--- src/rtl/abtc_cfg.svh ---
`ifndef ABTC_CFG_SVH
`define ABTC_CFG_SVH
// ---------------------------------------------------------------------------
// Bus geometry
// ---------------------------------------------------------------------------
`define ABTC_ADDR_W 18
`define ABTC_DATA_W 16
`define ABTC_BYTE_W 8
// Cycle type codes on the two control lines, {bit1, bit0}
`define ABTC_CT_WORD_READ 2'h0
`define ABTC_CT_READ_PAUSE 2'h1
`define ABTC_CT_WORD_WRITE 2'h2
`define ABTC_CT_BYTE_WRITE 2'h3
// Vector alignment mask: bits 1..0 must be zero
`define ABTC_VEC_ALIGN_MASK 16'h0003
// ---------------------------------------------------------------------------
// Timing
// ---------------------------------------------------------------------------
`define ABTC_CLK_PERIOD_NS 4
// Least address setup before the master strobe, in ns
`define ABTC_ADDR_SETUP_NS 150
`define ABTC_ADDR_SETUP_CYC \
  ((`ABTC_ADDR_SETUP_NS + `ABTC_CLK_PERIOD_NS - 1) / `ABTC_CLK_PERIOD_NS)
// Slave response timeout, in ns
`define ABTC_TIMEOUT_NS 10000
`define ABTC_TIMEOUT_CYC (`ABTC_TIMEOUT_NS / `ABTC_CLK_PERIOD_NS)
`endif

--- src/rtl/abtc_pkg.sv ---
package abtc_pkg;
  typedef enum logic [2:0] {
    ABTC_OP_READ,
    ABTC_OP_READ_PAUSE,
    ABTC_OP_WORD_WRITE,
    ABTC_OP_BYTE_WRITE,
    ABTC_OP_VECTOR
  } abtc_op_type;

  typedef enum {
    ABTC_ST_IDLE,
    ABTC_ST_SETUP,
    ABTC_ST_STROBE,
    ABTC_ST_RELEASE
  } abtc_state_type;
endpackage : abtc_pkg

--- src/rtl/abtc_od_pin.sv ---
`timescale 1ns/1ps
`include "abtc_cfg.svh"
// Open-collector drive for a group of low-true lines: asserting a line
// means pulling it low, so only the enable carries information.
module abtc_od_pin #(
  parameter int WIDTH = 1
) (
  input wire logic i_clk_sys,
  input wire logic i_rst_n,
  input wire logic [WIDTH-1:0] i_assert,
  output logic [WIDTH-1:0] o_pin_out,
  output logic [WIDTH-1:0] o_pin_oe_n
);
  initial begin
    if (WIDTH < 1) begin
      $error("abtc_od_pin: WIDTH must be at least 1");
    end
  end

  genvar g;
  generate
    for (g = 0; g < WIDTH; g++) begin : g_line
      always_ff @(posedge i_clk_sys) begin
        if (!i_rst_n) begin
          o_pin_oe_n[g] <= 1'b1;
        end else begin
          o_pin_oe_n[g] <= ~i_assert[g];
        end
      end
      always_ff @(posedge i_clk_sys) begin
        o_pin_out[g] <= 1'b0;
      end
    end
  endgenerate
endmodule : abtc_od_pin

--- src/rtl/abtc_master.sv ---
`timescale 1ns/1ps
`include "abtc_cfg.svh"
// Overview of operation
// - Word read fetches full 16-bit slave word
// - Byte read uses word read, master picks
// - Word writes aimed at even addresses
// - Read-pause returns word, announces following write
// - Vector write uses dedicated line, reaches processor
// - Vectors 000000-000774, ending in 0 or 4; code flags bits 1..0 only, range unchecked
// - L signals true low, H signals true high
// - Lines driven only through open collector
// - Bus has 56 lines of defined groups
// - Grant lines daisy chained, active high
// - Address before master strobe; slave acks untimed
// - Low byte even, high byte odd, unshifted
// - Reads drop bit zero; byte writes drive it
module abtc_master #(
  parameter int ADDR_W = `ABTC_ADDR_W,
  parameter int DATA_W = `ABTC_DATA_W,
  parameter int SETUP_CYC = `ABTC_ADDR_SETUP_CYC,
  parameter int TIMEOUT_CYC = `ABTC_TIMEOUT_CYC
) (
  input wire logic i_clk_sys,
  input wire logic i_rst_n,
  // User request side
  input wire logic i_req_valid,
  input wire logic [2:0] i_req_op,
  input wire logic [ADDR_W-1:0] i_req_addr,
  input wire logic [DATA_W-1:0] i_req_wdata,
  output logic o_req_ready,
  output logic o_rsp_valid,
  output logic [DATA_W-1:0] o_rsp_rdata,
  output logic o_rsp_timeout,
  output logic o_rsp_parity_err,
  output logic o_vec_misaligned,
  output logic o_pause_open,
  // Bus lines, open collector, low-true
  output logic [ADDR_W-1:0] o_addr_out,
  output logic [ADDR_W-1:0] o_addr_oe_n,
  input wire logic [DATA_W-1:0] i_data_in,
  output logic [DATA_W-1:0] o_data_out,
  output logic [DATA_W-1:0] o_data_oe_n,
  output logic [1:0] o_cycle_type_out,
  output logic [1:0] o_cycle_type_oe_n,
  output logic o_master_sync_strobe_out,
  output logic o_master_sync_strobe_oe_n,
  output logic o_vector_write_strobe_out,
  output logic o_vector_write_strobe_oe_n,
  input wire logic i_slave_sync_ack,
  input wire logic i_parity_line_a,
  input wire logic i_parity_line_b
);
  // -------------------------------------------------------------------------
  // Elaboration checks
  // -------------------------------------------------------------------------
  initial begin
    if (ADDR_W != `ABTC_ADDR_W || DATA_W != `ABTC_DATA_W) begin
      $error("abtc_master: bus widths are fixed at 18 and 16");
    end
    if (SETUP_CYC < 1 || TIMEOUT_CYC < 2) begin
      $error("abtc_master: SETUP_CYC >= 1 and TIMEOUT_CYC >= 2");
    end
  end

  localparam int CNT_W = $clog2(TIMEOUT_CYC + SETUP_CYC + 1);

  abtc_pkg::abtc_state_type state_q;
  logic [CNT_W-1:0] cnt_q;
  abtc_pkg::abtc_op_type op_q;
  logic [ADDR_W-1:0] addr_q;
  logic [DATA_W-1:0] wdata_q;
  logic [1:0] ctype_q;
  logic msync_q;
  logic intr_q;
  logic drive_addr_q;
  logic drive_data_q;
  logic pause_q;
  logic [ADDR_W-1:0] pause_addr_q;
  logic [ADDR_W-1:0] addr_assert;
  logic [DATA_W-1:0] data_assert;
  logic [1:0] ctype_assert;
  logic is_read;
  logic acc_ok;
  abtc_pkg::abtc_op_type req_op;

  assign req_op = abtc_pkg::abtc_op_type'(i_req_op);
  // Under an open read-pause only the matching write may go out
  assign acc_ok = !pause_q ||
    ((req_op == abtc_pkg::ABTC_OP_WORD_WRITE ||
      req_op == abtc_pkg::ABTC_OP_BYTE_WRITE) &&
     i_req_addr[ADDR_W-1:1] == pause_addr_q[ADDR_W-1:1]);
  assign is_read = (op_q == abtc_pkg::ABTC_OP_READ) ||
    (op_q == abtc_pkg::ABTC_OP_READ_PAUSE);

  // -------------------------------------------------------------------------
  // Cycle sequencer
  // -------------------------------------------------------------------------
  always_ff @(posedge i_clk_sys) begin
    if (!i_rst_n) begin
      state_q <= abtc_pkg::ABTC_ST_IDLE;
      cnt_q <= '0;
      op_q <= abtc_pkg::ABTC_OP_READ;
      addr_q <= '0;
      wdata_q <= '0;
      ctype_q <= 2'h0;
      msync_q <= 1'b0;
      intr_q <= 1'b0;
      drive_addr_q <= 1'b0;
      drive_data_q <= 1'b0;
    end else begin
      case (state_q)
        abtc_pkg::ABTC_ST_IDLE: begin
          if (i_req_valid && acc_ok) begin
            op_q <= req_op;
            wdata_q <= i_req_wdata;
            cnt_q <= CNT_W'(SETUP_CYC);
            state_q <= abtc_pkg::ABTC_ST_SETUP;
            case (req_op)
              abtc_pkg::ABTC_OP_READ: begin
                ctype_q <= `ABTC_CT_WORD_READ;
                addr_q <= {i_req_addr[ADDR_W-1:1], 1'b0};
                drive_addr_q <= 1'b1;
                drive_data_q <= 1'b0;
              end
              abtc_pkg::ABTC_OP_READ_PAUSE: begin
                ctype_q <= `ABTC_CT_READ_PAUSE;
                addr_q <= {i_req_addr[ADDR_W-1:1], 1'b0};
                drive_addr_q <= 1'b1;
                drive_data_q <= 1'b0;
              end
              abtc_pkg::ABTC_OP_WORD_WRITE: begin
                ctype_q <= `ABTC_CT_WORD_WRITE;
                addr_q <= {i_req_addr[ADDR_W-1:1], 1'b0};
                drive_addr_q <= 1'b1;
                drive_data_q <= 1'b1;
              end
              abtc_pkg::ABTC_OP_BYTE_WRITE: begin
                ctype_q <= `ABTC_CT_BYTE_WRITE;
                addr_q <= i_req_addr;
                drive_addr_q <= 1'b1;
                drive_data_q <= 1'b1;
                // Same byte on both lanes; slave keeps the selected one
                wdata_q <= {2{i_req_wdata[`ABTC_BYTE_W-1:0]}};
              end
              default: begin
                // Vector write: no address, the line selects the processor
                ctype_q <= `ABTC_CT_WORD_READ;
                addr_q <= '0;
                drive_addr_q <= 1'b0;
                drive_data_q <= 1'b1;
              end
            endcase
          end
        end
        abtc_pkg::ABTC_ST_SETUP: begin
          if (cnt_q <= CNT_W'(1)) begin
            // Address has settled; now raise the strobe
            if (op_q == abtc_pkg::ABTC_OP_VECTOR) begin
              intr_q <= 1'b1;
            end else begin
              msync_q <= 1'b1;
            end
            cnt_q <= CNT_W'(TIMEOUT_CYC);
            state_q <= abtc_pkg::ABTC_ST_STROBE;
          end else begin
            cnt_q <= cnt_q - CNT_W'(1);
          end
        end
        abtc_pkg::ABTC_ST_STROBE: begin
          // No fixed delay: wait for the slave ack or give up
          if (i_slave_sync_ack || cnt_q <= CNT_W'(1)) begin
            msync_q <= 1'b0;
            intr_q <= 1'b0;
            drive_data_q <= 1'b0;
            state_q <= abtc_pkg::ABTC_ST_RELEASE;
          end else begin
            cnt_q <= cnt_q - CNT_W'(1);
          end
        end
        abtc_pkg::ABTC_ST_RELEASE: begin
          // Hold address until the slave lets go of its ack
          if (!i_slave_sync_ack) begin
            drive_addr_q <= 1'b0;
            ctype_q <= 2'h0;
            state_q <= abtc_pkg::ABTC_ST_IDLE;
          end
        end
        default: begin
          state_q <= abtc_pkg::ABTC_ST_IDLE;
        end
      endcase
    end
  end

  // -------------------------------------------------------------------------
  // Read-pause tracking
  // -------------------------------------------------------------------------
  always_ff @(posedge i_clk_sys) begin
    if (!i_rst_n) begin
      pause_q <= 1'b0;
      pause_addr_q <= '0;
    end else if (state_q == abtc_pkg::ABTC_ST_STROBE && i_slave_sync_ack)
    begin
      if (op_q == abtc_pkg::ABTC_OP_READ_PAUSE) begin
        pause_q <= 1'b1;
        pause_addr_q <= addr_q;
      end else if (!is_read) begin
        pause_q <= 1'b0;
      end
    end
  end

  // -------------------------------------------------------------------------
  // Response to the user
  // -------------------------------------------------------------------------
  always_ff @(posedge i_clk_sys) begin
    if (!i_rst_n) begin
      o_rsp_valid <= 1'b0;
      o_rsp_rdata <= '0;
      o_rsp_timeout <= 1'b0;
      o_rsp_parity_err <= 1'b0;
      o_vec_misaligned <= 1'b0;
      o_req_ready <= 1'b0;
      o_pause_open <= 1'b0;
    end else begin
      o_rsp_valid <= 1'b0;
      o_req_ready <= (state_q == abtc_pkg::ABTC_ST_IDLE) &&
        !(i_req_valid && acc_ok);
      o_pause_open <= pause_q;
      if (state_q == abtc_pkg::ABTC_ST_STROBE &&
          (i_slave_sync_ack || cnt_q <= CNT_W'(1))) begin
        o_rsp_valid <= 1'b1;
        o_rsp_timeout <= !i_slave_sync_ack;
        // Full word returned; user picks the byte by address bit 0
        o_rsp_rdata <= is_read ? i_data_in : '0;
        o_rsp_parity_err <= is_read && i_slave_sync_ack &&
          (i_parity_line_a || i_parity_line_b);
        // Flag only; the processor does not check the value
        o_vec_misaligned <= (op_q == abtc_pkg::ABTC_OP_VECTOR) &&
          ((wdata_q & `ABTC_VEC_ALIGN_MASK) != 16'h0000);
      end
    end
  end

  // -------------------------------------------------------------------------
  // Open-collector line drivers
  // -------------------------------------------------------------------------
  assign addr_assert = drive_addr_q ? addr_q : '0;
  assign data_assert = drive_data_q ? wdata_q : '0;
  assign ctype_assert = drive_addr_q ? ctype_q : 2'h0;

  abtc_od_pin #(.WIDTH(ADDR_W)) u_addr (
    .i_clk_sys(i_clk_sys),
    .i_rst_n(i_rst_n),
    .i_assert(addr_assert),
    .o_pin_out(o_addr_out),
    .o_pin_oe_n(o_addr_oe_n)
  );
  abtc_od_pin #(.WIDTH(DATA_W)) u_data (
    .i_clk_sys(i_clk_sys),
    .i_rst_n(i_rst_n),
    .i_assert(data_assert),
    .o_pin_out(o_data_out),
    .o_pin_oe_n(o_data_oe_n)
  );
  abtc_od_pin #(.WIDTH(2)) u_ctype (
    .i_clk_sys(i_clk_sys),
    .i_rst_n(i_rst_n),
    .i_assert(ctype_assert),
    .o_pin_out(o_cycle_type_out),
    .o_pin_oe_n(o_cycle_type_oe_n)
  );
  abtc_od_pin #(.WIDTH(2)) u_strobes (
    .i_clk_sys(i_clk_sys),
    .i_rst_n(i_rst_n),
    .i_assert({intr_q, msync_q}),
    .o_pin_out({o_vector_write_strobe_out, o_master_sync_strobe_out}),
    .o_pin_oe_n({o_vector_write_strobe_oe_n, o_master_sync_strobe_oe_n})
  );
endmodule : abtc_master

--- config.mk ---
export PLATFORM = sky130hd
export DESIGN_NAME = abtc_master
export DESIGN_NICKNAME = d
export VERILOG_FILES = /design/src/rtl/abtc_pkg.sv /design/src/rtl/abtc_od_pin.sv /design/src/rtl/abtc_master.sv
export VERILOG_INCLUDE_DIRS = /design/src /design/src/rtl
export SDC_FILE = /design/constraint.sdc
export NUM_CORES = 1
export LEC_CHECK = 0
export ABC_CLOCK_PERIOD_IN_PS = 4550
export BUFFER_PORTS_ARGS = -buffer_cell sky130_fd_sc_hd__buf_2
export CAP_MARGIN = 25
export CORE_ASPECT_RATIO = 1.4
export CORE_MARGIN = 3
export CORE_UTILIZATION = 41
export DETAILED_ROUTE_END_ITERATION = 16
export GPL_TIMING_DRIVEN = 0
export PLACE_DENSITY = 0.61
export SKIP_LAST_GASP = 1
export SYNTH_ARGS = -nofsm -noshare
export SYNTH_HDL_FRONTEND = slang
export SYNTH_SLANG_ARGS = --single-unit
--- constraint.sdc ---
create_clock -name i_clk_sys -period 4.55 [get_ports i_clk_sys]
set_input_delay 0.91 -clock i_clk_sys [delete_from_list [all_inputs] [get_ports i_clk_sys]]
set_output_delay 0.91 -clock i_clk_sys [all_outputs]
set_load 0.02 [all_outputs]
==> results by group, run 1 <==
STA
  – Setup TNS Final: 0 ns
  – Setup Skew: 0.009459 ns
  – Final Setup Violations: 0
  – RSZ-0062 raised after global routing: no
  – Hold WS: 0.3812 ns
  – Crit share post-route: 55.17%
  – Tmin final: 2.510 ns
  – Fmax: 398.3 MHz
  – Max_slew headroom: 55.05%
  – Final max-slew violation count: 0
  – Final Hold Viols: 0
  – Worst Max-Slew Pin Slew: 0.6742 ns

Floorplan
  – Die ar.: 14870 sq um
  – Initial cell density of the core: 42.35%
  – Die X: 103.9 microns
  – Row cnt: 49
  – CORE AREA: 13000 sq um
  – IO Pins: 157
  – DIE HEIGHT: 143.1 microns

Route
  – DRT Pass-1 Iters: 7
  – Violation count after the first detailed-route iteration: 213
  – Post-Route WL: 14410 microns
  – Vias/cell: 4.965
  – Via count: 4861
  – WL per Instance: 14.72 microns
  – Post-route DRC: 0
  – Antenna viol nets, final: 0

Placement
  – Placed cells: 947
  – Detail Placement HPWL: 10700 microns
  – Gpl congestion: 0.8575
  – Number of port buffers: 118

GRT
  – Tot GR Track Use: 19.54%
  – Vias in the first global route: 4901
  – Met3 GRT Util: 5.066%
  – Largest net degree at the start of global routing: 17
  – Gr ovfl total: 0
  – First-pass GRT wire length: 23770 microns
  – Gr busiest metal: met2
  – Antenna violations before repair: 0
  – Met1 Use GR: 22.97%
  – Routing usage on met2: 34.60%

Synthesis
  – Post-synth EDFFs: 0
  – Area leader, netlist: dfxtp_1
  – Post-Syn Area: 5504 sq um
  – Synth async-reset ratio: 0%
  – Synth top area cells: dfxtp_1 49%, nand2_1 9.6%, buf_4 5.5%
  – #FFs+latches synth: 135
  – Synth cell types: 51
  – Area share of the leading cell type in the synthesized netlist: 49.10%
  – Syn avg cell area: 8.964 sq um
  – Seq/Total Area, Yosys: 49.10%
  – Post-synthesis cell count: 614
  – Ys flop type: dfxtp_1
  – Syn. warnings: 0

Clock tree
  – CTS Buffer Depth: 2
  – CTS clock-pin slew for the worst setup and hold paths: 0.06 ns
  – Clock latency on the worst-skew pair: 0.41 ns
  – CTS resizes: 0
  – H-tree depth: 4
  – CTS Hold Bufs: 0
  – Clock Tree Root: clkbuf_16
  – Number of buffers created by CTS: 17
  – CTS Sinks: 135
  – Postcts setup bufs: 0
  – TritonCTS clock tree: built

Worst hold path
  – Worst hold path type: flop to flop

Critical path
  – Worst path top cell family by delay: simple AND/OR/NAND/NOR gates
  – Critical Path Sink Type: flop
  – Critical path startpoint category: primary input
  – WP data arrival: 2.85 ns
  – Crit path launch: i_req_addr[8]
  – Kind of critical path: primary input to flop
  – CP Data Required Time: 4.89 ns
  – Crit path depth: 8
  – CP peak stage delay: 0.51 ns
  – Worst Path Max Fanout: 10
  – R2r endpoint: o_rsp_rdata[11]
  – Crit-path cells: buf_2 > xor2_1 > nor4_1 > nand3_1 > o21a_1 > nor2_4 > buf_6 > mux2i_1
  – R2R cell count: 8
  – Worst Setup EP: addr_q[13]
  – Buf+Inv Stages, Crit Path: 2
  – R2r startpoint: cnt_q[0]
  – CP max-delay cell: nor4_1
  – Reg-to-reg slack, setup: 2.11 ns

Flow run
  – Max-capacitance violation count: 0

Power and ir drop
  – P_leak: 2.988 nW
  – Cell Pwr Density: 545.1 nW/um^2
  – Worst VDD drop: 0.0002769 V

Cells and area
  – Fin nets: 853
  – Share of post-route cells with drive strength above 1: 26.34%
  – Area growth, synth to finish: 28.17%
  – Diodes inserted: 0
  – Fin util: 54.27%
  – Filler instances: 1267
  – Fin cells: 979

Outcome
  – Run status: completed
## layout by cell type (no fill, tap or decap), types with 17 or more instances in the layout
master | synthesis | final
conb_1 | 1 | 38
buf_2 | 6 | 124
dfxtp_1 | 135 | 135
clkbuf_1 | 23 | 23
buf_4 | 40 | 40
nand2_1 | 141 | 141
mux2i_1 | 24 | 24
clkbuf_16 | 0 | 17
a21oi_1 | 46 | 46
nand3_1 | 25 | 25
## how the worst min path moves through the flow
stage	startpoint	endpoint	slack, ns	cells past startpoint
CTS	wdata_q[4]	u_data.o_pin_oe_n[4]	0.38	1
global route	wdata_q[8]	u_data.o_pin_oe_n[8]	0.39	1
global placement	wdata_q[12]	u_data.o_pin_oe_n[12]	0.37	1
floorplan	wdata_q[2]	u_data.o_pin_oe_n[2]	0.35	1
detailed placement	wdata_q[8]	u_data.o_pin_oe_n[8]	0.37	1
finish	wdata_q[4]	u_data.o_pin_oe_n[4]	0.38	1
## final cells by class
class	instances	area, sq um	share of cell area (%)
sequential	135	2703	38.31
tap	178	222.7	3.157
clock inverter	13	145.1	2.057
inverter	11	41.29	0.5853
clock buffer	19	452.9	6.421
buffer	73	454.2	6.438
multi-input combinational	432	2445	34.66
timing repair buffer	118	590.6	8.372
## power breakdown
| group | switching (mW) | internal (mW) | total (mW) |
|---|---|---|---|
| sequential | 0.0853 | 1.31 | 1.40 |
| combinational | 0.656 | 0.424 | 1.08 |
| clock | 0.524 | 0.841 | 1.37 |
## state kept, by name, summed over array words and instances, names as in the netlist, 2 cells and up
signal                flops
addr_q                   18
u_addr.o_pin_oe_n        18
pause_addr_q             17
o_rsp_rdata              16
u_data.o_pin_oe_n        16
wdata_q                  16
cnt_q                    12
op_q                      3
ctype_q                   2
state_q                   2
u_ctype.o_pin_oe_n        2
u_strobes.o_pin_oe_n      2
## stage by stage
stage / power [mW] / worst slack (ns) / cell area, sq um
after floorplan: 2.216 / 2.209 / 5643
after global placement: 2.464 / 1.667 / 6456
after detailed placement: 2.493 / 1.615 / 6456
after CTS: 3.868 / 2.033 / 7054
after global routing: 4.048 / 1.815 / 7054
final: 3.845 / 2.040 / 7054
## per-layer routing
layer,wire [microns],share of wire [%]
met1,6025,42
met2,7288,51
met3,911,6.3
met4,185,1.3
met5,0,0
## cells in the mapped netlist (8+ instances only)
library cell,instances
a21oi_1,46
a22o_1,16
a311oi_1,9
and2_1,8
buf_4,40
clkbuf_1,23
dfxtp_1,135
inv_1,10
mux2i_1,24
nand2_1,141
nand3_1,25
nor2_1,16
nor3_1,8
o21ai_0,15
xor2_1,16
## cell families (layout without fill, tap and decap cells)
family / after synthesis / in the layout / synth area share, %
AOI/OAI and AO/OA: 123 / 123 / 15.09
xor gates and xnor gates: 18 / 18 / 2.864
muxes: 26 / 26 / 4.774
buffers and inverters: 84 / 234 / 9.002
other: 1 / 38 / 0.06813
DFF: 135 / 135 / 49.10
and+or+nand+nor: 221 / 221 / 17.73
adders and majority gates: 6 / 6 / 1.364
## worst register-to-register path, stage by stage, from the launching register on
cell and delay (ns):
dfxtp_1 0.38, inv_1 0.11, ha_1 0.27, o211ai_2 0.21, nor2_1 0.15, o21a_1 0.23, nor2_1 0.40, clkbuf_1 0.40
a22o_1 0.22
Power figures use the tool's default switching activity.
==> inputs of run 2 (changes only) <==
Settings changed: ABC_CLOCK_PERIOD_IN_PS 4550 to 2200, PLACE_DENSITY 0.61 to 0.64.
Clock period 4.55 ns to 2.2 ns, I/O delays scaled along.
==> results by group, run 2 (same netlist as run 1, synthesis figures left out) <==
GRT
  – Largest net degree at the start of global routing: 17 (unchanged)
  – First-pass GRT wire length: 22960 microns (-3.4%)
  – Antenna violations before repair: 1 (+1)
  – Tot GR Track Use: 19.13% (-0.41 points)
  – Gr ovfl total: 0 (unchanged)
  – Vias in the first global route: 4826 (-1.5%)

Critical path
  – Critical path startpoint category: flop
  – Worst Path Max Fanout: 10 (unchanged)
  – CP Data Required Time: 2.50 ns (-2.39 ns)
  – Kind of critical path: flop to flop
  – Critical Path Sink Type: flop
  – WP data arrival: 2.35 ns (-0.50 ns)

STA
  – Setup TNS Final: 0 ns (unchanged)
  – Worst Max-Slew Pin Slew: 0.6104 ns (-0.06375 ns)
  – Final worst slack: 0.1505 ns (-1.889 ns)
  – Final Setup Violations: 0 (unchanged)
  – Crit share post-route: 93.16%
  – Final max-slew violation count: 0 (unchanged)
  – Tmin final: 2.049 ns
  – Fmax: 487.9 MHz
  – Setup Skew: 0.01077 ns (+0.001313 ns)
  – Max_slew headroom: 59.30% (+4.3 points)
  – Final Hold Viols: 0 (unchanged)

Clock tree
  – H-tree depth: 4 (unchanged)
  – CTS Hold Bufs: 0 (unchanged)
  – CTS Sinks: 135 (unchanged)
  – Number of buffers created by CTS: 17 (unchanged)
  – CTS Buffer Depth: 2 (unchanged)
  – Clock latency on the worst-skew pair: 0.41 ns (about the same)
  – TritonCTS clock tree: built
  – Clock Tree Root: clkbuf_16
  – CTS clock-pin slew for the worst setup and hold paths: 0.06 ns (about the same)

Route
  – Post-Route WL: 14340 microns (-0.52%)
  – WL per Instance: 14.69 microns (-0.21%)
  – DRT Pass-1 Iters: 6 (-1)
  – Antenna viol nets, final: 0 (unchanged)
  – Vias/cell: 4.949 (-0.33%)
  – Violation count after the first detailed-route iteration: 219 (+2.8%)
  – Post-route DRC: 0 (unchanged)
  – Via count: 4830 (-0.64%)

Power and ir drop
  – Sequential power share: 35.3% (-1.1 points)
  – Clock power frac: 36.4% (+0.9 points)
  – Internal power: 5.563 mW (+120%)
  – Switch Pwr: 2.635 mW (+110%)
  – Switching Fraction: 32.14% (-0.78 points)
  – P_leak: 3.016 nW (+0.94%)
  – Comb pwr share: 28.2% (about the same)
  – Cell Pwr Density: 1149 nW/um^2 (+110%)
  – Worst VDD drop: 0.0005034 V (+82%)
  – Pwr Total: 8.198 mW (+110%)

Placement
  – Placed cells: 947 (unchanged)
  – DP Worst Slack: -0.2050 ns (-1.820 ns)
  – Number of port buffers: 118 (unchanged)
  – Placed cell area: 6456 sq um (unchanged)
  – Gpl congestion: 0.8596 (+0.24%)
  – Detail Placement HPWL: 10650 microns (-0.49%)

Flow run
  – Max-capacitance violation count: 0 (unchanged)

Cells and area
  – Most common cell after layout, fill and taps aside: nand2_1
  – Design area: 7136 sq um (+1.2%)
  – Diodes inserted: 0 (unchanged)
  – Share of post-route cells with drive strength above 1: 27.69% (+1.4 points)
  – Top Registers: addr_q (18), u_addr.o_pin_oe_n (18), pause_addr_q (17)
  – Area growth, synth to finish: 29.64%
  – Most frequent cells in the layout: 141 x nand2_1, 134 x dfxtp_1, 123 x buf_2
  – Fin cells: 976 (-0.31%)
  – Filler instances: 1209 (-4.6%)
  – Fin nets: 851 (-0.23%)

Floorplan
  – Die X: 103.9 microns (unchanged)
  – Die ar.: 14870 sq um (unchanged)
  – IO Pins: 157 (unchanged)
  – CORE AREA: 13000 sq um (unchanged)
  – DIE HEIGHT: 143.1 microns (unchanged)
  – Initial cell density of the core: 42.35% (unchanged)
  – Row cnt: 49 (unchanged)

Outcome
  – Run status: completed

Worst hold path
  – Worst hold path type: primary input to flop
run 2: final timing paths:
path	start	to	slack (ns)	cells after the start
setup / recovery	pause_addr_q[1]	cnt_q[8]	0.15	7
hold / removal	i_data_in[12]	o_rsp_rdata[12]	0.24	2
setup reg to reg	pause_addr_q[1]	cnt_q[8]	0.15	7
hold reg to reg	wdata_q[2]	u_data.o_pin_oe_n[2]	0.38	1
run 2: area by class of cell:
class                   instances  area, sq um  area share [%]
multi-input cells             432         2504           35.09
repair buffers                119        598.1           8.382
well taps                     178        222.7           3.121
inverters                      11        41.29          0.5786
clock inverters                11        172.7           2.420
flip-flops and latches        135         2704           37.89
clock buffers                  20        446.7           6.260
plain buffers                  70        446.7           6.260
run 2: per-layer routing:
metal | GRT usage (%) | wire length (microns)
met3 | 5.020 | 978
met4 | 7.633 | 263
met5 | 0 | 13
met1 | 21.90 | 5915
met2 | 34.12 | 7165
run 2: critical path, stage by stage (launching register included):
cell	delay [ns]
dfxtp_1	0.32
xor2_1	0.16
nor4_1	0.35
nand3_2	0.22
o21ai_4	0.28
buf_2	0.27
a31oi_1	0.12
a32o_1	0.21
run 2: per-stage QoR:
stage	hold slack, ns	utilization (%)
6_report	0.2436	54.90
5_1_grt	0.2344	54.90
4_1_cts	0.2289	54.61
3_5_place_dp	0.3672	49.67
3_3_place_gp	0.3655	49.67
2_1_floorplan	0.3545	-
run 2: power by group through the flow:
stage          Combinational, mW  Clock (mW)  Sequential [mW]
2_1_floorplan               1.59           0             2.99
6_report                    2.31        2.99             2.90
5_1_grt                     2.52        3.13             2.93
3_3_place_gp                2.18           0             2.93
4_1_cts                     2.26        3.03             2.89
3_5_place_dp                2.22           0             2.95
run 2: timing repair:
item / 4_1_cts / 5_1_grt
gates resized for setup: 7 / 12
setup endpoints to repair: 26 / 70
pin swaps: 0 / 4
buffers inserted: 0 / 1
